## config.mk

```make
export PLATFORM = sky130hd
export DESIGN_NAME = vmam_mapper
export DESIGN_NICKNAME = d
export VERILOG_FILES = /design/src/hw/vmam_pkg.sv /design/src/hw/vmam_pin_sync.sv /design/src/hw/vmam_window.sv /design/src/hw/vmam_mapper.sv
export SDC_FILE = /design/constraint.sdc
export NUM_CORES = 1
export LEC_CHECK = 0
export BUFFER_PORTS_ARGS = -buffer_cell sky130_fd_sc_hd__buf_4
export CAP_MARGIN = 40
export CORE_MARGIN = 8
export CORE_UTILIZATION = 59
export CTS_BUF_LIST = sky130_fd_sc_hd__clkbuf_4
export DETAILED_ROUTE_END_ITERATION = 16
export PLACE_DENSITY = 0.91
export SETUP_SLACK_MARGIN = 0.3
export SYNTH_ARGS = -nofsm -noshare
export SYNTH_HDL_FRONTEND = slang
export SYNTH_HIERARCHICAL = 1
export SYNTH_SLANG_ARGS = --single-unit
```

## constraint.sdc

```tcl
create_clock -name sys_clk -period 6.2 [get_ports sys_clk]
set_input_delay 0.93 -clock sys_clk [delete_from_list [all_inputs] [get_ports sys_clk]]
set_output_delay 0.93 -clock sys_clk [all_outputs]
set_load 0.01 [all_outputs]
```

## src/hw/vmam_pkg.sv

```systemverilog
package vmam_pkg;
  localparam logic [15:0] IO_INDEX_PORT = 16'h03ce;
  localparam logic [15:0] IO_DATA_PORT = 16'h03cf;
  localparam logic [7:0] IDX_PRIMARY = 8'h09;
  localparam logic [7:0] IDX_ALTERNATE = 8'h0a;
  localparam logic [7:0] IDX_MEMSIZE = 8'h0b;
  localparam logic [7:0] INDEX_RESET = 8'h00;
  localparam logic [6:0] OFFSET_RESET = 7'h00;
  localparam logic [5:0] MEMSIZE_HI_RESET = 6'h00;
  localparam int MS_ROM_OUT = 0;
  localparam int MS_WIDE_BUS = 2;
  localparam int MS_ALT_EN = 3;
  localparam int MS_MAP_LO = 4;
  localparam int MS_SIZE_LO = 6;
  localparam int MISC2_COMPAT = 1;
  localparam int GR6_MAP_LO = 2;
  localparam int MISCOUT_PAGE = 5;
  localparam logic [3:0] ROM_BASE_HI = 4'hc;
  localparam logic [19:0] ROM_END = 20'hc7fff;

  typedef enum logic [1:0] {
    VMAM_BYTE = 2'b00,
    VMAM_WORD = 2'b01,
    VMAM_DWORD = 2'b10
  } vmam_width_t;

  typedef enum logic [1:0] {
    VMAM_STD256 = 2'b00,
    VMAM_EXT256 = 2'b01,
    VMAM_EXT512 = 2'b10,
    VMAM_EXT1024 = 2'b11
  } vmam_size_t;

  typedef enum logic [1:0] {
    VMAM_WIN_A0_128K = 2'b00,
    VMAM_WIN_A0_64K = 2'b01,
    VMAM_WIN_B0_32K = 2'b10,
    VMAM_WIN_B8_32K = 2'b11
  } vmam_win_t;
endpackage

```

## src/hw/vmam_pin_sync.sv

```systemverilog
`timescale 1ns/10ps
module vmam_pin_sync #(
  parameter int WIDTH = 2
) (
  input wire logic sys_clk,
  input wire logic [WIDTH-1:0] pinIn,
  output logic [WIDTH-1:0] pinStable
);
  typedef struct packed {
    logic [WIDTH-1:0] s1;
    logic [WIDTH-1:0] s2;
    logic [WIDTH-1:0] s3;
    logic [WIDTH-1:0] stable;
  } vmam_sync_t;

  vmam_sync_t st;
  vmam_sync_t next_st;

  // no reset: the chain must keep sampling while reset is held
  always_comb begin
    next_st = st;
    next_st.s1 = pinIn;
    next_st.s2 = st.s1;
    next_st.s3 = st.s2;
    for (int i = 0; i < WIDTH; i++) begin
      if (st.s2[i] == st.s3[i]) begin
        next_st.stable[i] = st.s3[i];
      end
    end
  end

  always_ff @(posedge sys_clk) begin
    st <= next_st;
  end

  assign pinStable = st.stable;
endmodule

```

## src/hw/vmam_window.sv

```systemverilog
`timescale 1ns/10ps
module vmam_window (
  input wire logic [19:0] sysAddr,
  input wire logic [6:0] primaryOffset,
  input wire logic [6:0] alternateOffset,
  input wire logic altEnable,
  input wire logic extendedMap,
  input wire logic [1:0] mapSelect,
  input wire logic [1:0] windowSelect,
  output logic hit,
  output logic useAlt,
  output logic [19:0] relAddr,
  output logic [19:0] linAddr
);
  logic [7:0] segSum;
  logic [6:0] selOffset;
  logic offsetOn;

  always_comb begin
    hit = 1'b0;
    relAddr = sysAddr;
    useAlt = 1'b0;
    if (mapSelect != 2'b00) begin
      // linear map from address zero
      case (mapSelect)
        2'b01: hit = (sysAddr[19:18] == 2'b00);
        2'b10: hit = ~sysAddr[19];
        default: hit = 1'b1;
      endcase
    end else begin
      case (vmam_pkg::vmam_win_t'(windowSelect))
        vmam_pkg::VMAM_WIN_A0_128K: begin
          hit = (sysAddr[19:17] == 3'h5);
          relAddr = {3'h0, sysAddr[16:0]};
          useAlt = ~sysAddr[16];
        end
        vmam_pkg::VMAM_WIN_A0_64K: begin
          hit = (sysAddr[19:16] == 4'ha);
          relAddr = {4'h0, sysAddr[15:0]};
          useAlt = ~sysAddr[15];
        end
        vmam_pkg::VMAM_WIN_B0_32K: begin
          hit = (sysAddr[19:15] == 5'h16);
          relAddr = {5'h00, sysAddr[14:0]};
        end
        default: begin
          hit = (sysAddr[19:15] == 5'h17);
          relAddr = {5'h00, sysAddr[14:0]};
        end
      endcase
    end
    useAlt = useAlt & altEnable & extendedMap & (mapSelect == 2'b00);
  end

  assign offsetOn = extendedMap & (mapSelect == 2'b00);
  assign selOffset = useAlt ? alternateOffset : primaryOffset;
  assign segSum = {1'b0, relAddr[18:12]} + {1'b0, selOffset};
  assign linAddr = offsetOn ? {segSum, relAddr[11:0]} : relAddr;
endmodule

```

## src/hw/vmam_mapper.sv

```systemverilog
`timescale 1ns/10ps
module vmam_mapper (
  input wire logic sys_clk,
  input wire logic rst_n,
  input wire logic [15:0] ioAddr,
  input wire logic ioWrite,
  input wire logic ioRead,
  input wire logic [7:0] ioWrData,
  output logic [7:0] ioRdData,
  output logic ioRdHit,
  input wire logic [19:0] hostAddr,
  input wire logic crtCycle,
  input wire logic [17:0] crtCharacterAddress,
  input wire logic [1:0] widthMode,
  input wire logic [7:0] secondMiscControl,
  input wire logic [7:0] graphicsMisc,
  input wire logic [7:0] miscOutput,
  input wire logic planarGraphics,
  input wire logic chainFour,
  input wire logic dramRowPhase,
  input wire logic [1:0] memoryDataBus,
  output logic [17:0] videoRamAddress,
  output logic ninthDramAddressOut,
  output logic hostMemHit,
  output logic wideBusSelectN,
  output logic biosRomSelect
);
  typedef struct packed {
    logic [7:0] index;
    logic [6:0] primary;
    logic [6:0] alt;
    logic [7:0] memSize;
    logic [7:0] rdData;
    logic rdHit;
    logic [17:0] vramAddr;
    logic ninth;
    logic wideN;
    logic hostHit;
    logic romSel;
  } vmam_state_t;

  vmam_state_t st;
  vmam_state_t next_st;

  logic [1:0] strapStable;
  logic winHit;
  logic useAlt;
  logic [19:0] relAddr;
  logic [19:0] linAddr;
  logic compatMap;
  logic extendedMap;
  logic [1:0] sizeSel;
  logic invertedPageSelect;
  logic pageSubst;
  logic [17:0] ma;
  logic isBig;
  logic is512;
  logic isStd;
  logic ninthBit;
  logic romRange;

  vmam_pin_sync #(
    .WIDTH(2)
  ) u_strap (
    .sys_clk(sys_clk),
    .pinIn(memoryDataBus),
    .pinStable(strapStable)
  );

  assign compatMap = secondMiscControl[vmam_pkg::MISC2_COMPAT];
  assign sizeSel = st.memSize[vmam_pkg::MS_SIZE_LO +: 2];
  // standard table wherever compatibility is forced or size bits read 00
  assign extendedMap = ~compatMap & (sizeSel != vmam_pkg::VMAM_STD256);
  assign isStd = ~extendedMap;
  assign is512 = extendedMap & (sizeSel == vmam_pkg::VMAM_EXT512);
  assign isBig = extendedMap & (sizeSel == vmam_pkg::VMAM_EXT1024);
  assign invertedPageSelect = ~miscOutput[vmam_pkg::MISCOUT_PAGE];
  assign pageSubst = |graphicsMisc[vmam_pkg::GR6_MAP_LO +: 2];

  vmam_window u_window (
    .sysAddr(hostAddr),
    .primaryOffset(st.primary),
    .alternateOffset(st.alt),
    .altEnable(st.memSize[vmam_pkg::MS_ALT_EN]),
    .extendedMap(extendedMap),
    .mapSelect(st.memSize[vmam_pkg::MS_MAP_LO +: 2]),
    .windowSelect(graphicsMisc[vmam_pkg::GR6_MAP_LO +: 2]),
    .hit(winHit),
    .useAlt(useAlt),
    .relAddr(relAddr),
    .linAddr(linAddr)
  );

  // per-plane address; planes share it, chaining picks the plane elsewhere
  always_comb begin
    ma = '0;
    case (vmam_pkg::vmam_width_t'(widthMode))
      vmam_pkg::VMAM_WORD: begin
        if (crtCycle) begin
          ma = {crtCharacterAddress[16:0],
                isBig ? crtCharacterAddress[17] : crtCharacterAddress[15]};
          if (!isBig) begin
            ma[17] = 1'b0;
            ma[16] = is512 & crtCharacterAddress[16];
          end
        end else begin
          ma = {linAddr[17:1], isBig ? linAddr[18] : linAddr[16]};
          if (!isBig) begin
            ma[17] = 1'b0;
            ma[16] = is512 & linAddr[17];
          end
          if (pageSubst) begin
            ma[0] = invertedPageSelect;
          end
        end
      end
      vmam_pkg::VMAM_DWORD: begin
        if (crtCycle) begin
          ma[17:2] = crtCharacterAddress[15:0];
          ma[1:0] = isBig ? crtCharacterAddress[17:16] :
                    isStd ? crtCharacterAddress[13:12] : crtCharacterAddress[15:14];
          if (!isBig) begin
            ma[17] = 1'b0;
            ma[16] = is512 & crtCharacterAddress[16];
          end
        end else begin
          ma[17:2] = linAddr[17:2];
          ma[1:0] = isBig ? linAddr[19:18] : isStd ? linAddr[15:14] : linAddr[17:16];
          if (!isBig) begin
            ma[17] = 1'b0;
            ma[16] = is512 & linAddr[18];
          end
        end
      end
      default: begin
        ma = crtCycle ? crtCharacterAddress : linAddr[17:0];
        if (!isBig) begin
          ma[17] = 1'b0;
          ma[16] = is512 & ma[16];
        end
      end
    endcase
    if (!is512 && !isBig) begin
      // 64K per plane; chained mode 13 reaches only 64K here
      ma[17:16] = 2'b00;
    end
  end

  always_comb begin
    ninthBit = 1'b0;
    if (is512) begin
      ninthBit = ma[16];
    end else if (isBig) begin
      ninthBit = dramRowPhase ? ma[17] : ma[16];
    end
  end

  assign romRange = (hostAddr[19:16] == vmam_pkg::ROM_BASE_HI) &&
                    (hostAddr <= vmam_pkg::ROM_END);

  always_comb begin
    next_st = st;
    next_st.rdHit = 1'b0;
    if (ioWrite && ioAddr == vmam_pkg::IO_INDEX_PORT) begin
      next_st.index = ioWrData;
    end
    if (ioWrite && ioAddr == vmam_pkg::IO_DATA_PORT) begin
      case (st.index)
        vmam_pkg::IDX_PRIMARY: next_st.primary = ioWrData[6:0];
        vmam_pkg::IDX_ALTERNATE: next_st.alt = ioWrData[6:0];
        vmam_pkg::IDX_MEMSIZE: next_st.memSize = ioWrData;
        default: next_st.index = st.index;
      endcase
    end
    if (ioRead && ioAddr == vmam_pkg::IO_DATA_PORT) begin
      // other indexes belong to neighbouring blocks and are not claimed
      case (st.index)
        vmam_pkg::IDX_PRIMARY: begin
          next_st.rdData = {1'b0, st.primary};
          next_st.rdHit = 1'b1;
        end
        vmam_pkg::IDX_ALTERNATE: begin
          next_st.rdData = {1'b0, st.alt};
          next_st.rdHit = 1'b1;
        end
        vmam_pkg::IDX_MEMSIZE: begin
          next_st.rdData = st.memSize;
          next_st.rdHit = 1'b1;
        end
        default: next_st.rdData = 8'h00;
      endcase
    end else if (ioRead && ioAddr == vmam_pkg::IO_INDEX_PORT) begin
      next_st.rdData = st.index;
      next_st.rdHit = 1'b1;
    end
    next_st.vramAddr = ma;
    next_st.ninth = ninthBit;
    next_st.hostHit = winHit & ~crtCycle;
    next_st.wideN = ~(winHit & ~crtCycle & st.memSize[vmam_pkg::MS_WIDE_BUS]
                      & ~planarGraphics);
    next_st.romSel = romRange & ~st.memSize[vmam_pkg::MS_ROM_OUT];
  end

  always_ff @(posedge sys_clk) begin
    if (!rst_n) begin
      st <= '0;
      st.index <= vmam_pkg::INDEX_RESET;
      st.primary <= vmam_pkg::OFFSET_RESET;
      st.alt <= vmam_pkg::OFFSET_RESET;
      st.memSize[7:2] <= vmam_pkg::MEMSIZE_HI_RESET;
      // pull-up reads high and must store 0, hence the inversion
      st.memSize[1:0] <= ~strapStable;
      st.wideN <= 1'b1;
    end else begin
      st <= next_st;
    end
  end

  assign ioRdData = st.rdData;
  assign ioRdHit = st.rdHit;
  assign videoRamAddress = st.vramAddr;
  assign ninthDramAddressOut = st.ninth;
  assign hostMemHit = st.hostHit;
  assign wideBusSelectN = st.wideN;
  assign biosRomSelect = st.romSel;

  property p_alt_gated;
    @(posedge sys_clk) disable iff (!rst_n)
    !st.memSize[vmam_pkg::MS_ALT_EN] |-> !useAlt;
  endproperty
  a_alt_gated: assert property (p_alt_gated) else $error("alternate offset used while disabled");

  property p_primary_default;
    @(posedge sys_clk) disable iff (!rst_n)
    (extendedMap && st.memSize[5:4] == 2'b00 && !useAlt)
      |-> linAddr[19:12] == {1'b0, relAddr[18:12]} + {1'b0, st.primary};
  endproperty
  a_primary_default: assert property (p_primary_default) else $error("primary offset not added");

  property p_alt_sum;
    @(posedge sys_clk) disable iff (!rst_n)
    useAlt |-> linAddr[19:12] == {1'b0, relAddr[18:12]} + {1'b0, st.alt};
  endproperty
  a_alt_sum: assert property (p_alt_sum) else $error("alternate offset sum wrong");

  property p_split64;
    @(posedge sys_clk) disable iff (!rst_n)
    (extendedMap && st.memSize[5:3] == 3'b001 && graphicsMisc[3:2] == 2'b01 && winHit)
      |-> useAlt == ~hostAddr[15];
  endproperty
  a_split64: assert property (p_split64) else $error("64K split window wrong");

  property p_split128;
    @(posedge sys_clk) disable iff (!rst_n)
    (extendedMap && st.memSize[5:3] == 3'b001 && graphicsMisc[3:2] == 2'b00 && winHit)
      |-> useAlt == ~hostAddr[16];
  endproperty
  a_split128: assert property (p_split128) else $error("128K split window wrong");

  property p_std_top_zero;
    @(posedge sys_clk) disable iff (!rst_n)
    isStd |=> videoRamAddress[17:16] == 2'b00;
  endproperty
  a_std_top_zero: assert property (p_std_top_zero) else $error("standard RAM bits 17:16 set");

  property p_ninth_unused;
    @(posedge sys_clk) disable iff (!rst_n)
    (!is512 && !isBig) |=> !ninthDramAddressOut;
  endproperty
  a_ninth_unused: assert property (p_ninth_unused) else $error("ninth address active at 256K");

  property p_wide_planar;
    @(posedge sys_clk) disable iff (!rst_n)
    !wideBusSelectN |-> $past(!planarGraphics) && $past(st.memSize[2]);
  endproperty
  a_wide_planar: assert property (p_wide_planar) else $error("wide bus select in planar mode");

  property p_rom_out;
    @(posedge sys_clk) disable iff (!rst_n)
    st.memSize[vmam_pkg::MS_ROM_OUT] |=> !biosRomSelect;
  endproperty
  a_rom_out: assert property (p_rom_out) else $error("ROM decoded while mapped out");

  property p_reset_clear;
    @(posedge sys_clk)
    $rose(rst_n) |-> st.primary == 7'h00 && st.alt == 7'h00 && st.memSize[7:2] == 6'h00;
  endproperty
  a_reset_clear: assert property (p_reset_clear) else $error("offsets not cleared by reset");

  property p_chain_64k;
    @(posedge sys_clk) disable iff (!rst_n)
    (chainFour && isStd) |=> videoRamAddress[17:16] == 2'b00;
  endproperty
  a_chain_64k: assert property (p_chain_64k) else $error("chain exceeds 64K");

  property p_compat_std;
    @(posedge sys_clk) disable iff (!rst_n)
    compatMap |-> isStd && !is512 && !isBig;
  endproperty
  a_compat_std: assert property (p_compat_std) else $error("compat not standard");

  property p_size_decode;
    @(posedge sys_clk) disable iff (!rst_n)
    (!compatMap && sizeSel == 2'b10) |-> is512 && !isBig;
  endproperty
  a_size_decode: assert property (p_size_decode) else $error("512K decode wrong");

  property p_bank_select;
    @(posedge sys_clk) disable iff (!rst_n)
    is512 |=> ninthDramAddressOut == videoRamAddress[16];
  endproperty
  a_bank_select: assert property (p_bank_select) else $error("bank select wrong");

  property p_a8_row;
    @(posedge sys_clk) disable iff (!rst_n)
    (isBig && dramRowPhase) |=> ninthDramAddressOut == videoRamAddress[17];
  endproperty
  a_a8_row: assert property (p_a8_row) else $error("A8 row bit wrong");

  property p_linear_direct;
    @(posedge sys_clk) disable iff (!rst_n)
    (st.memSize[5:4] != 2'b00) |-> linAddr == hostAddr;
  endproperty
  a_linear_direct: assert property (p_linear_direct) else $error("linear map offset");

  property p_page_subst;
    @(posedge sys_clk) disable iff (!rst_n)
    (widthMode == 2'b01 && !crtCycle && pageSubst)
      |=> videoRamAddress[0] == $past(invertedPageSelect);
  endproperty
  a_page_subst: assert property (p_page_subst) else $error("page select not used");

  property p_byte_crt;
    @(posedge sys_clk) disable iff (!rst_n)
    (widthMode == 2'b00 && crtCycle && isStd)
      |=> videoRamAddress[15:0] == $past(crtCharacterAddress[15:0]);
  endproperty
  a_byte_crt: assert property (p_byte_crt) else $error("byte CRT address wrong");

  property p_dword_std;
    @(posedge sys_clk) disable iff (!rst_n)
    (widthMode == 2'b10 && !crtCycle && isStd)
      |=> videoRamAddress[1:0] == $past(linAddr[15:14]);
  endproperty
  a_dword_std: assert property (p_dword_std) else $error("dword bits 1:0 wrong");

  property p_window_range;
    @(posedge sys_clk) disable iff (!rst_n)
    (st.memSize[5:4] == 2'b00 && hostAddr[19:17] != 3'h5) |=> !hostMemHit;
  endproperty
  a_window_range: assert property (p_window_range) else $error("hit outside window");
endmodule

```

# After elaboration in Yosys (flattened, before gate mapping)
# Cells that the tools add are included.
[classes]
n_addsub = 1
n_lt_le_gt_ge = 1
eq_ne = 23
muxes = 40
bitwise = 25
n_reduce_logical = 20
[ops]
columns = ["operator", "count"]
rows = [
  ["$mux 18", 3],
  ["$mux 20", 2],
  ["$pmux 18 s2", 1],
  ["$pmux 17 s2", 1],
  ["$mux 33", 1],
  ["$eq 16x10->1 const B", 2],
  ["$mux 30", 1],
  ["$eq 8x4->1 const B", 3],
  ["$mux 8", 3],
  ["$pmux 8 s3", 1],
  ["$mux 7", 3],
  ["$le 20x20->1 const B", 1],
  ["$mux 2", 10],
  ["$mux 9", 2],
  ["$and 1x1->1", 15],
  ["$eq 2x2->1 const B", 5],
  ["$eq 5x5->1 const B", 2],
  ["$mux 1", 9],
  ["$not 1->1", 9],
  ["$add 7x7->8", 1],
  ["$eq 4x4->1 const B", 2],
  ["$reduce_and 2->1", 4],
  ["$eq 2x1->1 const B", 3],
  ["$logic_and 1x1->1", 6],
  ["other kinds (12)", 20],
]
[word_totals]
register_bits = 69
in_bits = 98
output_inout_bits = 31
wordCells = 127

# Depth between registers and ports, before layout
[logic_depth]
depth_word = 18
depth_mapped = 17
depth_no_buf = 15

# Modules after synthesis
# The synthesis kept the hierarchy.
[modules_own_cells]
columns = ["module", "n_inst", "cells_each", "area_each_um2", "seq_area_each_um2"]
rows = [
  ["vmam_mapper", 1, 411, 3537.1, 1241.2],
  ["vmam_window", 1, 105, 807.0, 0.0],
  ["vmam_pin_sync", 1, 12, 212.7, 180.2],
]

# Worst setup path after synthesis
# No wires, ideal clock.
[synth_path]
path_kind = "input-to-reg"
start = "input port secondMiscControl[1]"
end = "register st, in the netlist ninthDramAddressOut"
arrival_ps = 4215
setup_slack_ps = 1868
path_stages = 13
path_buffers = 0
cell_sequence = "nor2_1 -> nand2_1 -> nor4b_4 -> mux2_2 -> ha_1 -> fa_1 -> a21o_1 -> a211oi_1 -> o31ai_1 -> mux4_2 -> a221oi_1 -> a211oi_1 -> a32o_1"
[synth_between]
elab_chain_cells = 15
[synth_rtl]
columns = ["item", "line_no", "source"]
rows = [
  ["start: declaration", "vmam_mapper.sv:15", "input wire logic [7:0] secondMiscControl,"],
  ["$not 1->1 (*)", "vmam_mapper.sv:73", "assign extendedMap = ~compatMap & (sizeSel != vmam_pkg::VMAM_STD256);"],
  ["$and 1x1->1 (*)", "vmam_mapper.sv:73", ""],
  ["$and 1x1->1 (*) (2 in series)", "vmam_window.sv:52", "useAlt = useAlt & altEnable & extendedMap & (mapSelect == 2'b00);"],
  ["net useAlt", "vmam_mapper.sv:47", "logic useAlt;"],
  ["$mux 7 (*)", "vmam_window.sv:56", "assign selOffset = useAlt ? alternateOffset : primaryOffset;"],
  ["$add 7x7->8 (*)", "vmam_window.sv:57", "assign segSum = {1'b0, relAddr[18:12]} + {1'b0, selOffset};"],
  ["$mux 20 (*)", "vmam_window.sv:58", "assign linAddr = offsetOn ? {segSum, relAddr[11:0]} : relAddr;"],
  ["net linAddr[16]", "vmam_mapper.sv:49", "logic [19:0] linAddr;"],
  ["$mux 18", "vmam_mapper.sv:136", "ma = crtCycle ? crtCharacterAddress : linAddr[17:0];"],
  ["$and 1x1->1", "vmam_mapper.sv:139", "ma[16] = is512 & ma[16];"],
  ["$mux 2", "vmam_mapper.sv:137", "if (!isBig) begin"],
  ["$pmux 18 s2 (*)", "vmam_mapper.sv:97", "case (vmam_pkg::vmam_width_t'(widthMode))"],
  ["$mux 2 (*)", "vmam_mapper.sv:143", "if (!is512 && !isBig) begin"],
  ["$mux 1", "vmam_mapper.sv:154", "ninthBit = dramRowPhase ? ma[17] : ma[16];"],
  ["$mux 1", "vmam_mapper.sv:153", "end else if (isBig) begin"],
  ["$mux 1 (*)", "vmam_mapper.sv:151", "if (is512) begin"],
  ["end signal: assignment", "vmam_mapper.sv:215", "st <= next_st;"],
  ["end: declaration", "vmam_mapper.sv:42", "vmam_state_t st;"],
]
# Mark *: on every way through the listed nets, which the timed path passes. The rest lies on a longest branch.
# A chain may end at the register's enable or synchronous reset.

# Worst setup path after layout
[layout_path]
start = "register st, in the netlist sizeSel[0]"
end = "register st, in the netlist ninthDramAddressOut"
[layout_between]
elab_chain_cells = 15
[layout_rtl]
columns = ["item", "line_no", "source"]
rows = [
  ["$reduce_bool 2->1 (*)", "vmam_mapper.sv:73", ""],
  ["$and 1x1->1 (*)", "vmam_mapper.sv:73", ""],
  ["net extendedMap", "vmam_mapper.sv:51", "logic extendedMap;"],
  ["$and 1x1->1 (*) (2 in series)", "vmam_window.sv:52", ""],
  ["net useAlt", "vmam_mapper.sv:47", ""],
  ["$mux 7 (*)", "vmam_window.sv:56", ""],
  ["$add 7x7->8 (*)", "vmam_window.sv:57", ""],
  ["$mux 20 (*)", "vmam_window.sv:58", ""],
  ["net linAddr[16]", "vmam_mapper.sv:49", ""],
  ["$mux 18", "vmam_mapper.sv:136", ""],
  ["$and 1x1->1", "vmam_mapper.sv:139", ""],
  ["$mux 2", "vmam_mapper.sv:137", ""],
  ["$pmux 18 s2 (*)", "vmam_mapper.sv:97", ""],
  ["$mux 2 (*)", "vmam_mapper.sv:143", ""],
  ["$mux 1", "vmam_mapper.sv:154", ""],
  ["$mux 1", "vmam_mapper.sv:153", ""],
  ["$mux 1 (*)", "vmam_mapper.sv:151", ""],
]
# Marked as above.

==> flow_summary_export.csv <==
group,metric,value,unit
floorplan,dieArea,10570,um2
drt,ant_nets,0,
worst_hold_path,hold_path.class,"reg2reg",
global_routing,antenna_found_initial,0,
worst_setup_path,critPathKind,"reg2reg",
worst_setup_path,crit_required,6580,ps
worst_setup_path,endpoint_kind,"flop",
worst_setup_path,critPathLaunch,"sizeSel[0]",
floorplan,core_area,7292,um2
placement,port_buffers,107,
run,cap_viol_max_count,0,
drt,via_count,4033,
global_routing,grt_pass1_wl,18200,um
placement,gp_congestion,0.8991,
timing,drv_slew,0,
layout,finalNetCount,671,
worst_setup_path,regToRegEndpoint,"ninthDramAddressOut",
timing,hold_viol_final,0,
layout,antenna_cells,0,
layout,drive_above_1_share,29.20,%
timing,timing.hold.ws,343.9,ps
clock_tree,numCtsBuffers,9,
timing,min_period,5111,ps
timing,rsz0062_at_grt,"false",
layout,final_cells,664,
synth,synth_warnings,6,
drt,wl,11490,um
clock_tree,clk_path_buf_depth,2,
power,peakVddDrop,0.1216,mV
worst_setup_path,worstPathMaxFanout,16,
clock_tree,cts_sinks,69,
global_routing,grt_max_degree,48,
placement,dp_cells,648,
placement,hpwl,8731,um
drt,drt-wirelength-per-cell,17.30,um
timing,final.setup.tns,0,ps
power,p_sw,271.4,uW
layout,fillCellCount,566,
worst_setup_path,worst_path_most_repeated_cell,"nor2_1",
power,p_per_area,190.2,nW/um2
status,status,"finished, final reports clean",
synth,postSynthAreaPerCell,8.663,um2
global_routing,globalRouteOverflowTotal,0,
power,leakage,0.002231,uW
worst_setup_path,reg2reg_slack,1090,ps
global_routing,grt_pass1_vias,3959,
clock_tree,cts_setup_buffers,0,
synth,synthesis.area,4444,um2
power,power_switching_share,27.61,%
power,comb_power_share,16.2,%
timing,fin_crit_sh,82.44,%
worst_setup_path,worstSetupStartpointType,"flop",
floorplan,num_io_pins,129,
floorplan,start_util,60.95,%
global_routing,gr-usage-all-layers,21.65,%
floorplan,rows,31,
timing,max_slew.worst_pin.slew,785.1,ps
worst_setup_path,cp_slowest_cell,"dfxtp_1",
worst_hold_path,worstHoldStart,"u_strap/next_st[4]",
layout,areaGrowthSynthToFinish,16.33,%
power,p_seq_share,47.3,%
clock_tree,root_buffer,"clkbuf_4",
drt,drt_iter0_drc,244,
timing,maxSlewHeadroom,47.27,%
worst_setup_path,critPathArrivalTime,5490,ps
clock_tree,htree_num_levels,3,
power,power,983.1,uW
floorplan,die_w,102.8,um
worst_setup_path,crit_end,"ninthDramAddressOut",
clock_tree,ctsResizeCount,0,
power,pwr-share-clk,36.5,%
synth,syn-num-nets,624,
clock_tree,ctsHoldBuffers,0,
drt,dr.pass1.iters,5,
drt,remaining_drc_errors,0,
clock_tree,clk_latency,430,ps
worst_setup_path,r2r-start,"sizeSel[0]",
clock_tree,clk_pin_slew_worst_paths,130,ps
drt,viasPerCell,6.074,
worst_setup_path,r2r_cells,14,
timing,fmax,195.6,MHz
worst_setup_path,max_stage_delay,720,ps
timing,skew,16.11,ps
power,internal-power,711.7,uW
synth,syn_inst,513,
floorplan,die_y,102.8,um
worst_setup_path,worstPathCellList,"nor2_1, nor2_1, nand2_1, nor4b_4, mux2_2, ha_1, fa_1, a211oi_1, nor2_1, o31ai_1, mux4_2, a221oi_1, a211oi_1, a32o_1",
clock_tree,cts_tree,"built",
timing,setup_viol,0,
==> layer usage <==
layer  up-vias  track usage (%)  part of all wire, %
met5         -                0                    0
met4         0            9.010                  2.4
met3        30            5.942                  9.2
met2       185            38.41                   49
met1      1888            23.79                   40
li1       1930                -                    -
==> power groups by stage <==
stage	sequential (uW)	combinational, uW	clock, uW
after detailed placement	475	158	0
after global placement	475	146	0
after floorplan	474	96.5	0
after global routing	467	172	383
after CTS	465	158	363
final	465	159	359
==> metrics by stage <==
stage / worst slack (ps) / utilization (%) / cell area (um2)
floorplan: 1868 / - / 4444
global placement: 1104 / 67.71 / 4937
detailed placement: 882.9 / 68.53 / 4997
CTS: 1172 / 70.90 / 5170
global route: 712.2 / 70.90 / 5170
finish: 1089 / 70.90 / 5170
==> worst min-delay path by stage <==
stage,end,slack [ps],cells after the start
6_report,u_strap/next_st[2],340,0
5_1_grt,u_strap/next_st[2],350,0
4_1_cts,u_strap/next_st[2],350,0
3_5_place_dp,u_strap/next_st[2],320,0
3_3_place_gp,u_strap/next_st[3],310,0
2_1_floorplan,u_strap/next_st[2],310,0
==> state kept, by name (all words and copies together), names as in the netlist <==
name	flops
sizeSel	2
hostMemHit	1
st	28
u_strap/st	2
ioRdHit	1
videoRamAddress	18
u_strap/next_st	4
ioRdData	8
ninthDramAddressOut	1
u_strap/pinStable	2
biosRomSelect	1
wideBusSelectN	1
==> worst max-delay path: cells and delay by family (launching register included) <==
kind,cells,cell delay (ps)
multiplexers,2,790
flip-flops,1,720
AO/OA/AOI/OAI,5,1490
AND/OR/NAND/NOR,5,1430
adder cells (fa/ha/maj),2,630
==> cell usage in the layout (no fill, tap or decap), types with 12 or more instances in the layout <==
cell     count
buf_4      108
mux2i_1     24
dfxtp_1     65
mux2_2      17
nor2_1      32
nand2_1     51
a21oi_1     27
nor2b_1     15
inv_1       18
o21ai_0     24
nor3_1      12
ha_1        12
==> layout make-up <==
cell class	instances	area (um2)	area share [%]
multi-input combinational	351	2514	48.62
sequential	69	1421	27.49
clock inverter	7	105.1	2.033
tap	99	123.9	2.396
inverter	18	67.56	1.307
timing repair buffer	111	870.8	16.84
clock buffer	9	67.56	1.307
Power figures use the tool's default switching activity.
